**src/rtl/rlt_pkg.sv**
```systemverilog
package rlt_pkg;

    // bus decode
    localparam int          RLT_ADDR_W       = 8;
    localparam logic [7:0]  RLT_OFS_SETUP    = 8'h00;
    localparam logic [7:0]  RLT_OFS_OFFSET   = 8'h04;
    localparam logic [7:0]  RLT_OFS_LIMIT    = 8'h08;
    localparam logic [7:0]  RLT_OFS_STEP     = 8'h0C;
    localparam logic [7:0]  RLT_OFS_STATUS   = 8'h10;
    localparam logic [7:0]  RLT_OFS_SLOTSEL  = 8'h14;
    localparam logic [7:0]  RLT_OFS_SLOTS    = 8'h18;
    localparam logic [7:0]  RLT_OFS_QUERY    = 8'h1C;
    localparam logic [7:0]  RLT_OFS_QDATA    = 8'h20;

    // field positions
    localparam int RLT_SETUP_AVG_BIT   = 0;
    localparam int RLT_SETUP_TRIG_LSB  = 1;
    localparam int RLT_SETUP_CNT_LSB   = 8;
    localparam int RLT_STEP_UP_BIT     = 8;
    localparam int RLT_STEP_DN_BIT     = 9;
    localparam int RLT_STEP_RST_BIT    = 10;
    localparam int RLT_STEP_IVL_LSB    = 12;
    localparam int RLT_STAT_ABOVE_STK  = 17;
    localparam int RLT_STAT_JUMP_STK   = 18;

    // values after reset
    localparam logic [7:0]  RLT_RST_OFFSET   = 8'h40;
    localparam logic [7:0]  RLT_RST_LIMIT    = 8'hFF;
    localparam logic [7:0]  RLT_RST_STEP     = 8'h10;
    localparam logic [7:0]  RLT_RST_LCNT     = 8'h04;
    localparam logic [2:0]  RLT_RST_IVL      = 3'h4;

    // bit-period counts
    localparam logic [7:0]  RLT_MIN_BITS     = 8'h04;
    localparam logic [7:0]  RLT_MIN_BITS_AVG = 8'h07;
    localparam int          RLT_AVG_LEN      = 4;

    // query turnaround, longest time rounds down
    localparam int RLT_CLK_MHZ        = 125;
    localparam int RLT_QUERY_TIME_NS  = 33000;
    localparam int RLT_QUERY_CYCLES   = (RLT_QUERY_TIME_NS * RLT_CLK_MHZ) / 1000;

    // latch trigger select
    typedef enum logic [1:0] {
        RLT_TRIG_PREAMBLE = 2'h0,
        RLT_TRIG_SYNC     = 2'h1,
        RLT_TRIG_BITCNT   = 2'h2,
        RLT_TRIG_BITCNT2  = 2'h3
    } rlt_trig_t;

    // fast slot content select
    typedef enum logic [1:0] {
        RLT_SLOT_NONE    = 2'h0,
        RLT_SLOT_LATCHED = 2'h1,
        RLT_SLOT_CURRENT = 2'h2,
        RLT_SLOT_FLAGS   = 2'h3
    } rlt_slot_t;

    // query engine states
    typedef enum logic [2:0] {
        RLT_Q_IDLE  = 3'b001,
        RLT_Q_WAIT  = 3'b010,
        RLT_Q_READY = 3'b100
    } rlt_qstate_t;

    // captured ahb address phase
    typedef struct packed {
        logic                   wr;
        logic [RLT_ADDR_W-1:0]  addr;
    } rlt_aphase_t;

    // jump detector setup
    typedef struct packed {
        logic       up_en;
        logic       dn_en;
        logic       restart_en;
        logic [2:0] interval;
        logic [7:0] step;
    } rlt_jcfg_t;

endpackage : rlt_pkg

```
**src/rtl/rlt_avg.sv**
```systemverilog
`timescale 1ns/1ps
`default_nettype none
module rlt_avg
    import rlt_pkg::*;
(
    // clock and reset
    input  wire logic       clk,
    input  wire logic       srst,
    // sample side
    input  wire logic [7:0] sample,
    input  wire logic       sample_vld,
    input  wire logic       avg_en,
    input  wire logic       restart,
    // level side
    output logic [7:0]      level_ff,
    output logic            level_vld_ff
);

    logic [9:0] sum_ff;
    logic [1:0] cnt_ff;
    logic [9:0] nxt_sum;

    assign nxt_sum = sum_ff + {2'h0, sample};

    // per-bit pass-through or mean of four consecutive samples
    always_ff @(posedge clk) begin
        if (srst || restart) begin
            sum_ff       <= 10'h000;
            cnt_ff       <= 2'h0;
            level_ff     <= 8'h00;
            level_vld_ff <= 1'b0;
        end else begin
            level_vld_ff <= 1'b0;
            if (sample_vld) begin
                if (!avg_en) begin
                    level_ff     <= sample;
                    level_vld_ff <= 1'b1;
                end else if (cnt_ff == 2'(RLT_AVG_LEN - 1)) begin
                    level_ff     <= nxt_sum[9:2]; // truncating mean
                    level_vld_ff <= 1'b1;
                    sum_ff       <= 10'h000;
                    cnt_ff       <= 2'h0;
                end else begin
                    sum_ff <= nxt_sum;
                    cnt_ff <= cnt_ff + 2'h1;
                end
            end
        end
    end

endmodule : rlt_avg
`default_nettype wire

```
**src/rtl/rlt_jump.sv**
```systemverilog
`timescale 1ns/1ps
`default_nettype none
module rlt_jump
    import rlt_pkg::*;
#(
    parameter int DEPTH = 8
)(
    // clock and reset
    input  wire logic      clk,
    input  wire logic      srst,
    input  wire logic      restart,
    // level stream
    input  wire logic [7:0] level,
    input  wire logic       level_vld,
    input  wire rlt_jcfg_t  cfg,
    // event
    output logic            jump_ff
);

    logic [7:0] hist_ff [DEPTH];
    logic [2:0] fill_ff;
    logic [7:0] old_lvl;
    logic [2:0] ivl;
    logic       up_hit;
    logic       dn_hit;

    // interval zero is treated as one sample back
    assign ivl     = (cfg.interval == 3'h0) ? 3'h1 : cfg.interval;
    assign old_lvl = hist_ff[ivl - 3'h1];
    assign up_hit  = cfg.up_en && (level > old_lvl) && ((level - old_lvl) >= cfg.step);
    assign dn_hit  = cfg.dn_en && (old_lvl > level) && ((old_lvl - level) >= cfg.step);

    // history of levels, slope compare across the interval
    always_ff @(posedge clk) begin
        if (srst || restart) begin
            for (int i = 0; i < DEPTH; i++) begin
                hist_ff[i] <= 8'h00;
            end
            fill_ff <= 3'h0;
            jump_ff <= 1'b0;
        end else begin
            jump_ff <= 1'b0;
            if (level_vld) begin
                hist_ff[0] <= level;
                for (int i = 1; i < DEPTH; i++) begin
                    hist_ff[i] <= hist_ff[i-1];
                end
                if (fill_ff != 3'h7) begin
                    fill_ff <= fill_ff + 3'h1;
                end
                // no compare until the history reaches the interval
                jump_ff <= (fill_ff >= ivl) && (up_hit || dn_hit);
            end
        end
    end

endmodule : rlt_jump
`default_nettype wire

```
**src/rtl/rlt_top.sv**
```systemverilog
// Decided for this implementation: the register offsets and the AHB-Lite slave port.
`timescale 1ns/1ps
`default_nettype none
module rlt_top
    import rlt_pkg::*;
#(
    parameter int QUERY_CYCLES = RLT_QUERY_CYCLES
)(
    // clock and reset
    input  wire logic                  CLK,
    input  wire logic                  SRST,
    // ahb-lite slave
    input  wire logic                  HSEL,
    input  wire logic [RLT_ADDR_W-1:0] HADDR,
    input  wire logic [1:0]            HTRANS,
    input  wire logic                  HWRITE,
    input  wire logic [2:0]            HSIZE,
    input  wire logic [31:0]           HWDATA,
    input  wire logic                  HREADY,
    output logic [31:0]                HRDATA,
    output logic                       HREADYOUT,
    output logic                       HRESP,
    // modem side, same clock domain
    input  wire logic [7:0]            RX_LEVEL,
    input  wire logic                  RX_LEVEL_VLD,
    input  wire logic                  RX_ENTER,
    input  wire logic                  PREAMBLE_DET,
    input  wire logic                  SYNC_DET,
    // notification pins
    output logic                       ABOVE_LIVE,
    output logic                       ABOVE_HELD,
    output logic                       JUMP_PIN,
    output logic                       RX_RESTART
);

    // configuration registers
    logic        avg_en_ff;
    rlt_trig_t   trig_ff;
    logic [7:0]  lcnt_ff;
    logic [7:0]  offset_ff;
    logic [7:0]  limit_ff;
    rlt_jcfg_t   jcfg_ff;
    logic [7:0]  slotsel_ff;

    // measurement state
    logic [7:0]  cur_level;
    logic        cur_vld;
    logic [7:0]  latched_ff;
    logic        latch_done_ff;
    logic [7:0]  bitcnt_ff;
    logic        above_live_ff;
    logic        above_stk_ff;
    logic        jump_stk_ff;
    logic        jump_evt;
    logic        restart_ff;

    // query engine
    rlt_qstate_t q_state_ff;
    logic [12:0] q_cnt_ff;
    logic [7:0]  q_cur_ff;
    logic [7:0]  q_lat_ff;

    // bus
    rlt_aphase_t ap_ff;
    logic        ap_vld_ff;
    logic        ap_take;
    logic        wr_now;
    logic [31:0] nxt_rdata;
    logic        clr_above;
    logic        clr_jump;
    logic        q_start;
    logic        latch_fire;
    logic [7:0]  min_bits;

    // restart of acquisition, either by the modem or by a jump
    logic        rx_start;
    assign rx_start = RX_ENTER || restart_ff;

    // level source: samples come from the channel filter output
    rlt_avg u_avg (
        .clk          (CLK),
        .srst         (SRST),
        .sample       (RX_LEVEL),
        .sample_vld   (RX_LEVEL_VLD),
        .avg_en       (avg_en_ff),
        .restart      (rx_start),
        .level_ff     (cur_level),
        .level_vld_ff (cur_vld)
    );

    // slope-based jump detector
    rlt_jump #(
        .DEPTH (8)
    ) u_jump (
        .clk       (CLK),
        .srst      (SRST),
        .restart   (rx_start),
        .level     (cur_level),
        .level_vld (cur_vld),
        .cfg       (jcfg_ff),
        .jump_ff   (jump_evt)
    );

    // bit periods since receive start, saturating
    always_ff @(posedge CLK) begin
        if (SRST || rx_start) begin
            bitcnt_ff <= 8'h00;
        end else if (RX_LEVEL_VLD && bitcnt_ff != 8'hFF) begin
            bitcnt_ff <= bitcnt_ff + 8'h01;
        end
    end

    // earliest latch point; the filter needs four bits, the average seven
    function automatic logic [7:0] rlt_max8(input logic [7:0] a, input logic [7:0] b);
        rlt_max8 = (a > b) ? a : b;
    endfunction : rlt_max8

    assign min_bits = avg_en_ff ? rlt_max8(lcnt_ff, RLT_MIN_BITS_AVG)
                                : rlt_max8(lcnt_ff, RLT_MIN_BITS);

    // trigger select; with averaging on, every trigger is also held off until seven bits
    always_comb begin
        latch_fire = 1'b0;
        unique case (trig_ff)
            RLT_TRIG_PREAMBLE: latch_fire = PREAMBLE_DET;
            RLT_TRIG_SYNC:     latch_fire = SYNC_DET;
            RLT_TRIG_BITCNT,
            RLT_TRIG_BITCNT2:  latch_fire = (bitcnt_ff >= min_bits);
        endcase
        if (avg_en_ff && bitcnt_ff < RLT_MIN_BITS_AVG) begin
            latch_fire = 1'b0;
        end
    end

    // once-per-packet latch, cleared on receive entry
    always_ff @(posedge CLK) begin
        if (SRST || rx_start) begin
            latched_ff    <= 8'h00;
            latch_done_ff <= 1'b0;
        end else if (latch_fire && !latch_done_ff) begin
            latched_ff    <= cur_level;
            latch_done_ff <= 1'b1;
        end
    end

    // live threshold compare against the current level
    always_ff @(posedge CLK) begin
        if (SRST) begin
            above_live_ff <= 1'b0;
        end else begin
            above_live_ff <= (cur_level > limit_ff);
        end
    end

    // sticky above flag; a new event wins over a software clear
    always_ff @(posedge CLK) begin
        if (SRST) begin
            above_stk_ff <= 1'b0;
        end else if (above_live_ff) begin
            above_stk_ff <= 1'b1;
        end else if (clr_above) begin
            above_stk_ff <= 1'b0;
        end
    end

    // sticky jump flag, same set-over-clear priority
    always_ff @(posedge CLK) begin
        if (SRST) begin
            jump_stk_ff <= 1'b0;
        end else if (jump_evt) begin
            jump_stk_ff <= 1'b1;
        end else if (clr_jump) begin
            jump_stk_ff <= 1'b0;
        end
    end

    // jump-driven restart pulse, one cycle
    always_ff @(posedge CLK) begin
        if (SRST) begin
            restart_ff <= 1'b0;
        end else begin
            restart_ff <= jump_evt && jcfg_ff.restart_en;
        end
    end

    // pins
    always_ff @(posedge CLK) begin
        if (SRST) begin
            ABOVE_LIVE <= 1'b0;
            ABOVE_HELD <= 1'b0;
            JUMP_PIN   <= 1'b0;
            RX_RESTART <= 1'b0;
        end else begin
            ABOVE_LIVE <= above_live_ff;
            ABOVE_HELD <= above_stk_ff;
            JUMP_PIN   <= jump_stk_ff;
            RX_RESTART <= restart_ff;
        end
    end

    // query engine: snapshot when taken, ready after the turnaround
    always_ff @(posedge CLK) begin
        if (SRST) begin
            q_state_ff <= RLT_Q_IDLE;
            q_cnt_ff   <= 13'h0000;
            q_cur_ff   <= 8'h00;
            q_lat_ff   <= 8'h00;
        end else if (q_start) begin
            q_state_ff <= RLT_Q_WAIT;
            q_cnt_ff   <= 13'h0000;
            q_cur_ff   <= cur_level;
            q_lat_ff   <= latched_ff;
        end else begin
            unique case (q_state_ff)
                RLT_Q_IDLE: begin
                    q_cnt_ff <= 13'h0000;
                end
                RLT_Q_WAIT: begin
                    if (q_cnt_ff == 13'(QUERY_CYCLES - 1)) begin
                        q_state_ff <= RLT_Q_READY;
                    end else begin
                        q_cnt_ff <= q_cnt_ff + 13'h0001;
                    end
                end
                RLT_Q_READY: begin
                    q_cnt_ff <= 13'h0000;
                end
                default: begin
                    q_state_ff <= RLT_Q_IDLE;
                end
            endcase
        end
    end

    // fast slot byte, readable with no wait on the query
    function automatic logic [7:0] rlt_slot(input logic [1:0] sel);
        unique case (rlt_slot_t'(sel))
            RLT_SLOT_NONE:    rlt_slot = 8'h00;
            RLT_SLOT_LATCHED: rlt_slot = latched_ff;
            RLT_SLOT_CURRENT: rlt_slot = cur_level;
            RLT_SLOT_FLAGS:   rlt_slot = {4'h0, latch_done_ff, jump_stk_ff, above_stk_ff, above_live_ff};
        endcase
    endfunction : rlt_slot

    // ahb address phase acceptance; zero wait, always ready
    assign ap_take = HSEL && HREADY && HTRANS[1];
    assign wr_now  = ap_vld_ff && ap_ff.wr;

    always_ff @(posedge CLK) begin
        if (SRST) begin
            ap_vld_ff <= 1'b0;
            ap_ff     <= '0;
        end else begin
            ap_vld_ff <= ap_take;
            ap_ff     <= '{wr: HWRITE, addr: HADDR};
        end
    end

    // write side effects in the data phase
    assign clr_above = wr_now && (ap_ff.addr == RLT_OFS_STATUS) && HWDATA[RLT_STAT_ABOVE_STK];
    assign clr_jump  = wr_now && (ap_ff.addr == RLT_OFS_STATUS) && HWDATA[RLT_STAT_JUMP_STK];
    assign q_start   = wr_now && (ap_ff.addr == RLT_OFS_QUERY);

    // configuration writes
    always_ff @(posedge CLK) begin
        if (SRST) begin
            avg_en_ff  <= 1'b0;
            trig_ff    <= RLT_TRIG_BITCNT;
            lcnt_ff    <= RLT_RST_LCNT;
            offset_ff  <= RLT_RST_OFFSET;
            limit_ff   <= RLT_RST_LIMIT;
            jcfg_ff    <= '{up_en: 1'b0, dn_en: 1'b0, restart_en: 1'b0,
                            interval: RLT_RST_IVL, step: RLT_RST_STEP};
            slotsel_ff <= 8'h55;
        end else if (wr_now) begin
            unique case (ap_ff.addr)
                RLT_OFS_SETUP: begin
                    avg_en_ff <= HWDATA[RLT_SETUP_AVG_BIT];
                    trig_ff   <= rlt_trig_t'(HWDATA[RLT_SETUP_TRIG_LSB +: 2]);
                    lcnt_ff   <= HWDATA[RLT_SETUP_CNT_LSB +: 8];
                end
                RLT_OFS_OFFSET: begin
                    offset_ff <= HWDATA[7:0];
                end
                RLT_OFS_LIMIT: begin
                    limit_ff <= HWDATA[7:0];
                end
                RLT_OFS_STEP: begin
                    jcfg_ff <= '{up_en:      HWDATA[RLT_STEP_UP_BIT],
                                 dn_en:      HWDATA[RLT_STEP_DN_BIT],
                                 restart_en: HWDATA[RLT_STEP_RST_BIT],
                                 interval:   HWDATA[RLT_STEP_IVL_LSB +: 3],
                                 step:       HWDATA[7:0]};
                end
                RLT_OFS_SLOTSEL: begin
                    slotsel_ff <= HWDATA[7:0];
                end
                default: begin
                end
            endcase
        end
    end

    // read mux, registered at the address phase
    always_comb begin
        nxt_rdata = 32'h0000_0000;
        unique case (HADDR)
            RLT_OFS_SETUP:   nxt_rdata = {16'h0000, lcnt_ff, 5'h00, trig_ff, avg_en_ff};
            RLT_OFS_OFFSET:  nxt_rdata = {24'h000000, offset_ff};
            RLT_OFS_LIMIT:   nxt_rdata = {24'h000000, limit_ff};
            RLT_OFS_STEP:    nxt_rdata = {17'h00000, jcfg_ff.interval, 1'b0, jcfg_ff.restart_en,
                                          jcfg_ff.dn_en, jcfg_ff.up_en, jcfg_ff.step};
            RLT_OFS_STATUS:  nxt_rdata = {12'h000, latch_done_ff, jump_stk_ff, above_stk_ff,
                                          above_live_ff, latched_ff, cur_level};
            RLT_OFS_SLOTSEL: nxt_rdata = {24'h000000, slotsel_ff};
            RLT_OFS_SLOTS:   nxt_rdata = {rlt_slot(slotsel_ff[7:6]), rlt_slot(slotsel_ff[5:4]),
                                          rlt_slot(slotsel_ff[3:2]), rlt_slot(slotsel_ff[1:0])};
            RLT_OFS_QUERY:   nxt_rdata = {30'h00000000, (q_state_ff == RLT_Q_WAIT),
                                          (q_state_ff == RLT_Q_READY)};
            RLT_OFS_QDATA:   nxt_rdata = {16'h0000, q_lat_ff, q_cur_ff};
            default:         nxt_rdata = 32'h0000_0000;
        endcase
    end

    // bus outputs; unmapped reads give zero with an okay answer
    always_ff @(posedge CLK) begin
        if (SRST) begin
            HRDATA    <= 32'h0000_0000;
            HREADYOUT <= 1'b0;
            HRESP     <= 1'b0;
        end else begin
            HREADYOUT <= 1'b1;
            HRESP     <= 1'b0;
            if (ap_take && !HWRITE) begin
                HRDATA <= nxt_rdata;
            end
        end
    end

endmodule : rlt_top
`default_nettype wire

```
**config.mk**
```make
export PLATFORM = sky130hd
export DESIGN_NAME = rlt_top
export DESIGN_NICKNAME = d
export VERILOG_FILES = /design/src/rtl/rlt_pkg.sv /design/src/rtl/rlt_avg.sv /design/src/rtl/rlt_jump.sv /design/src/rtl/rlt_top.sv
export SDC_FILE = /design/constraint.sdc
export NUM_CORES = 1
export LEC_CHECK = 0
export BUFFER_PORTS_ARGS = -buffer_cell sky130_fd_sc_hd__buf_2
export CAP_MARGIN = 10
export CELL_PAD_IN_SITES_DETAIL_PLACEMENT = 0
export CELL_PAD_IN_SITES_GLOBAL_PLACEMENT = 1
export CORE_MARGIN = 1.5
export CORE_UTILIZATION = 51
export DETAILED_ROUTE_END_ITERATION = 16
export PLACE_DENSITY_LB_ADDON = 0.1
export SLEW_MARGIN = 5
export SYNTH_ARGS = -nofsm -noshare
export SYNTH_HDL_FRONTEND = slang
export SYNTH_SLANG_ARGS = --single-unit
export TNS_END_PERCENT = 20
```
**constraint.sdc**
```tcl
create_clock -name CLK -period 14.1 [get_ports CLK]
set_input_delay 2.82 -clock CLK [delete_from_list [all_inputs] [get_ports CLK]]
set_output_delay 2.82 -clock CLK [all_outputs]
set_load 0.02 [all_outputs]
```
==> results of run 1 <==
## metal layers
| layer | vias to the layer above | global-route usage | share of wire |
|---|---|---|---|
| li1 | 4662 | - | - |
| met1 | 4562 | 0.355 | 0.47 |
| met2 | 233 | 0.411 | 0.45 |
| met3 | 61 | 0.0283 | 0.051 |
| met4 | 0 | 0.0828 | 0.029 |
| met5 | - | 0 | 0 |
## worst min-delay path, delay by kind of cell, from the launching register on
kind	cells	cell delay, ps
compound gates	1	50
flops	1	320
simple gates	1	40
## metrics by stage
step                cells  hold slack, ps  utilization
floorplan            1266             429            -
global placement     1603             430        0.550
detailed placement   1603             439        0.550
CTS                  1649             451        0.586
global route         1649             474        0.586
finish               1649             445        0.586
## state kept, by name (all words and copies together) (netlist names), 9 cells and up
register        cells
u_jump.hist_ff     64
HRDATA             32
jcfg_ff            14
q_cnt_ff           13
u_avg.sum_ff       10
ap_ff               9
## synthesized netlist by cell type (36+ instances only)
master / number / share of area
a22oi_1: 36 / 0.022
edfxtp_1: 64 / 0.16
inv_1: 57 / 0.017
nor2_1: 136 / 0.041
clkbuf_1: 62 / 0.019
mux2i_1: 64 / 0.052
o21ai_0: 45 / 0.018
nand2_1: 75 / 0.023
and3_1: 56 / 0.028
ha_1: 65 / 0.066
a21oi_1: 66 / 0.027
dfxtp_1: 174 / 0.28
## cell type report
type / instances / area (um^2)
fillers: 2164 / 9780
multi-input cells: 890 / 6440
flip-flops and latches: 238 / 5410
clock buffers: 37 / 763
repair buffers: 98 / 536
well taps: 319 / 399
inverters: 58 / 218
clock inverters: 9 / 73.8
## final timing paths
| kind | startpoint | end |
|---|---|---|
| min reg2reg | HRDATA[11]$_SDFFE_PP0P_ | HRDATA[11]$_SDFFE_PP0P_ |
| max | jcfg_ff[9]$_SDFFE_PP0P_ | u_jump.jump_ff$_SDFF_PN0_ |
| min | HRDATA[11]$_SDFFE_PP0P_ | HRDATA[11]$_SDFFE_PP0P_ |
| max reg2reg | jcfg_ff[9]$_SDFFE_PP0P_ | u_jump.jump_ff$_SDFF_PN0_ |
## cell families (layout without fill, tap and decap cells)
kind of cell               Yosys count  count (layout)  share of synthesized area
and+or+nand+nor                    418             418                      0.170
xor gates and xnor gates            40              40                     0.0284
DFF                                238             238                      0.438
AOI/OAI and AO/OA                  262             262                      0.147
other                                1               1                   0.000304
adders and majority gates           68              68                     0.0707
buffers and inverters              138             202                     0.0446
muxes                              101             101                      0.102
## power by group through the flow
stage | logic (uW) | clock network [uW] | registers (uW)
global route | 127 | 713 | 723
global placement | 111 | 0 | 736
floorplan | 77.5 | 0 | 734
detailed placement | 112 | 0 | 736
finish | 113 | 670 | 722
CTS | 113 | 683 | 722
==> results.py, run 1 <==
metrics = {
    "outcome": {
        "status": "finished, final reports clean",
    },
    "clock_network": {
        "postCtsSetupBuffers": 0,
        "cts_tree": "done",
        "clkSlewWorstSetupHoldPaths_ps": 60,
        "cts_buffers": 27,
        "cts-htree-levels": 1,
        "cts_root_buffer": "clkbuf_16",
        "cts_max_path_buffers": 3,
        "cts.sinks": 238,
        "clk_latency_ps": 540,
        "cts_resized": 0,
        "cts_hold_buf": 0,
    },
    "global_routing": {
        "grt_pass1_wl_um": 49800,
        "grtUsageTotal": 0.254,
        "grt_pass1_vias": 9067,
        "antenna_found_initial": 0,
        "grt_max_degree": 85,
        "grt_overflow": 0,
    },
    "power_and_ir_drop": {
        "power_uw": 1510,
        "ir_drop_uv": 68.7,
        "p_comb_frac": 0.075,
        "switching_power_uw": 354,
        "power.leakage_uw": 0.00566,
        "sw_frac_of_total": 0.235,
        "power_density_mw_per_mm2": 109,
        "internal-power_uw": 1150,
        "p_clk_frac": 0.445,
        "sequentialPowerShare": 0.480,
    },
    "synthesis": {
        "ys_seq_area_frac": 0.438,
        "synthesis.nets": 1396,
        "syn_inst": 1266,
        "syn-cell-area_mm2": 0.0124,
        "netlist-cell-type-count": 72,
        "ys_warn_count": 0,
        "async_flop_share": 0,
        "synth_edf_count": 64,
        "syn_area_per_cell_um2": 9.76,
        "synth-seq-cells": 238,
        "synth_top_flop_cell": "dfxtp_1",
    },
    "die": {
        "die_area_mm2": 0.0252,
        "rows": 56,
        "die_y_um": 159,
        "start_util": 0.523,
        "core_mm2": 0.0236,
        "ios": 100,
        "die_x_um": 159,
    },
    "critical_path": {
        "end_kind": "register",
        "crit_family": "compound AO/OA/AOI/OAI gates",
        "path_depth": 22,
        "path_buf_inv": 4,
        "cp_slowest_cell": "xor2_1",
        "ff2ff_setup_slack_ps": 8950,
        "startpoint_type": "register",
        "worst_ep_arrival_time_ps": 5510,
        "slowest_delay_ps": 840,
        "worstPathCellList": "inv_1, a21oi_2, buf_4, ha_1, xor2_1, mux2i_1, inv_1, ha_1, fa_1, inv_1, a21o_1, a21oi_1, o21bai_1, a21oi_1, xnor2_1, ha_1, nand2_1, nor2_1, a211oi_1, o21ai_0, o211ai_1, a211oi_1",
        "cp_max_fo": 18,
        "reg2regPathDepth": 22,
        "cp.required_ps": 14470,
        "path_class": "reg2reg",
    },
    "worst_hold_path": {
        "min_path_cells": 2,
        "hold_path.class": "reg2reg",
    },
    "detailed_routing": {
        "wl_per_cell_um": 19.0,
        "first_iter_violations": 664,
        "dr_total_vias": 9518,
        "wirelength_um": 31300,
        "drtPass1Iterations": 5,
        "route.detailed.drc": 0,
        "vias_per_cell": 5.77,
        "detail-route-antenna-nets": 0,
    },
    "cells_and_area": {
        "antennaDiodeCount": 0,
        "design_area_mm2": 0.0138,
        "drive_gt1_frac": 0.147,
        "layout_common_cells": "174 x dfxtp_1, 136 x nor2_1, 80 x buf_2, 75 x nand2_1, 66 x a21oi_1",
        "final_common_cell": "dfxtp_1",
        "final_nets": 1443,
        "syn_to_final_growth_pct": 12.0,
    },
    "timing": {
        "fin_ws_ps": 8950,
        "finalHoldViolations": 0,
        "drv_slew": 0,
        "rsz0062_at_grt": "no",
        "slew-limit-headroom": 0.255,
        "skew_ps": 23.4,
        "tightest_slew_ps": 1120,
        "clock.fmax_mhz": 194,
        "post-route-period-util": 0.365,
        "fin_crit_ps": 5150,
        "setup_violations": 0,
        "finalSetupTns_ps": 0,
    },
    "placed_design": {
        "preCtsSetupSlack_ps": 8850,
        "hpwl_um": 21800,
        "port_buffers": 80,
        "gp_congestion": 0.874,
        "placed_area_mm2": 0.0130,
    },
    "flow_run": {
        "drv_cap": 0,
    },
}
Power figures use the tool's default switching activity.
==> inputs of run 2 (changes only) <==
--- a/config.mk
+++ b/config.mk
@@ -10,7 +10,7 @@
 export CELL_PAD_IN_SITES_DETAIL_PLACEMENT = 0
 export CELL_PAD_IN_SITES_GLOBAL_PLACEMENT = 1
 export CORE_MARGIN = 1.5
-export CORE_UTILIZATION = 51
+export CORE_UTILIZATION = 43
 export DETAILED_ROUTE_END_ITERATION = 16
 export PLACE_DENSITY_LB_ADDON = 0.1
 export SLEW_MARGIN = 5
==> constraint.sdc (replaced) <==
create_clock -name CLK -period 4.7 [get_ports CLK]
set_input_delay 0.94 -clock CLK [delete_from_list [all_inputs] [get_ports CLK]]
set_output_delay 0.94 -clock CLK [all_outputs]
set_load 0.02 [all_outputs]
==> run 2 against run 1 <==
Net effect:
- power rose to 3.1 times the previous value
- critical path depth down 2
- final area up 0.95%
- non-clock buffer count up 2
- routed wire length up 4.8%
- first-iteration DRC count down 11%
- hold slack worse by 1.8 ps
- setup slack worse by 8500 ps
- combinational power rose to 3.0 times the previous value
- largest power group unchanged
==> results.py, run 2 (synthesis results as in run 1) <==
metrics = {
    "clock_network": {
        "cts_tree": "done",
        "clk_latency_ps": 530,
        "clkSlewWorstSetupHoldPaths_ps": 70,
        "cts-htree-levels": 1,
        "postCtsSetupBuffers": 0,
        "cts_max_path_buffers": 3,
        "cts.sinks": 238,
        "cts_root_buffer": "clkbuf_16",
        "cts_buffers": 27,
    },
    "global_routing": {
        "grtUsageTotal": 0.225,
        "grt_max_degree": 83,
        "grt_overflow": 0,
        "grt_util_met1": 0.308,
        "grt_pass1_wl_um": 51500,
        "grt_busiest_layer": "met2",
        "met2_usage": 0.353,
        "grt_pass1_vias": 9075,
        "antenna_found_initial": 0,
        "grt_util_met3": 0.0369,
    },
    "cells_and_area": {
        "syn_to_final_growth_pct": 13.0,
        "biggestRegsByFlops": "u_jump.hist_ff x64, HRDATA x32, jcfg_ff x14",
        "design_area_mm2": 0.0140,
        "final_nets": 1445,
        "antennaDiodeCount": 0,
        "drive_gt1_frac": 0.150,
        "regMostFlops": "u_jump.hist_ff",
        "final_common_cell": "dfxtp_1",
        "largest_reg_flops": 64,
        "layout_common_cells": "174 x dfxtp_1, 136 x nor2_1, 80 x buf_2, 75 x nand2_1, 65 x a21oi_1",
    },
    "flow_run": {
        "drv_cap": 0,
    },
    "critical_path": {
        "cp_slowest_cell": "mux4_2",
        "worst_ep_arrival_time_ps": 4640,
        "cp_max_fo": 17,
        "startpoint_type": "register",
        "end_kind": "register",
        "worstPathCellList": "inv_1, a21oi_2, buf_4, mux4_2, mux2i_1, ha_1, fa_1, inv_1, a21o_1, a21oi_1, o21bai_1, a21oi_1, xnor2_1, ha_1, nand2_1, nor2_1, a211oi_1, o21ai_0, o211ai_1, a211oi_1",
        "path_class": "reg2reg",
        "critPathLaunch": "jcfg_ff[10]$_SDFFE_PP1P_",
        "slowest_delay_ps": 540,
        "rr_startpoint": "jcfg_ff[10]$_SDFFE_PP1P_",
        "cp.required_ps": 5100,
    },
    "timing": {
        "drv_slew": 0,
        "finalSetupTns_ps": 0,
        "setup_violations": 0,
        "tightest_slew_ps": 1200,
        "rsz0062_at_grt": "no",
        "finalHoldViolations": 0,
        "post-route-period-util": 0.901,
        "skew_ps": 11.8,
        "fin_crit_ps": 4230,
        "clock.fmax_mhz": 236,
        "slew-limit-headroom": 0.198,
    },
    "placed_design": {
        "placed_area_mm2": 0.0131,
        "gp_congestion": 0.833,
        "hpwl_um": 23000,
        "port_buffers": 80,
    },
    "power_and_ir_drop": {
        "power_density_mw_per_mm2": 332,
        "power.leakage_uw": 0.00567,
        "ir_drop_uv": 221,
    },
    "die": {
        "rows": 61,
        "die_x_um": 172,
        "die_area_mm2": 0.0298,
        "ios": 100,
        "core_mm2": 0.0280,
        "die_y_um": 172,
        "start_util": 0.441,
    },
    "worst_hold_path": {
        "min_from": "HRDATA[1]$_SDFFE_PP0P_",
        "hold_path.class": "reg2reg",
    },
    "detailed_routing": {
        "detail-route-antenna-nets": 0,
        "dr_total_vias": 9472,
        "first_iter_violations": 591,
        "drtPass1Iterations": 6,
        "vias_per_cell": 5.54,
        "wl_per_cell_um": 19.2,
        "wirelength_um": 32800,
        "route.detailed.drc": 0,
    },
    "outcome": {
        "status": "finished, final reports clean",
    },
}
[run 2: routing by layer]
metal | up-vias | share of wire
met4 | 0 | 0.032
met2 | 220 | 0.45
met5 | - | 0
met1 | 4506 | 0.47
li1 | 4683 | -
met3 | 63 | 0.047
[run 2: report_power, final]
| group | switching, uW | internal [uW] |
|---|---|---|
| combinational | 211 | 132 |
| clock | 838 | 1290 |
| sequential | 22.2 | 2140 |
| total | 1070 | 3570 |
[run 2: final cells by class]
class	count	area, um^2
fill	2645	14000
multi-input combinational	890	6430
sequential	238	5410
clock buffer	34	722
timing repair buffer	100	551
tap	378	473
inverter	58	218
clock inverter	11	160
[run 2: timing repair]
action                                  in CTS  in global routing
hold buffers                                 0                  0
endpoints found under the setup margin       0                  1
resized for setup                            0                  1
[run 2: final timing paths]
path | to | slack, ps | depth (start not counted)
worst min-delay path | HRDATA[1]$_SDFFE_PP0P_ | 440 | 2
worst max-delay path | u_jump.jump_ff$_SDFF_PN0_ | 470 | 20
worst max register to register | u_jump.jump_ff$_SDFF_PN0_ | 470 | 20
worst min register to register | HRDATA[1]$_SDFFE_PP0P_ | 440 | 2
[run 2: worst max-delay path, delay by kind of cell, from the launching register on]
kind / cells / cell delay, ps
compound gates: 9 / 1390
mux: 2 / 830
fa+ha+maj: 3 / 740
buf+inv: 3 / 490
flops: 1 / 370
xor+xnor: 1 / 140
simple gates: 2 / 110
[run 2: stage by stage]
step	util	hold slack (ps)	worst slack [ps]	total power [uW]	cells
after floorplan	-	429	56.5	2430	1266
after global placement	0.467	430	280	2550	1664
after detailed placement	0.467	438	235	2550	1664
after CTS	0.498	452	220	4710	1709
after global routing	0.499	466	69.4	4830	1709
final	0.499	443	466	4640	1709
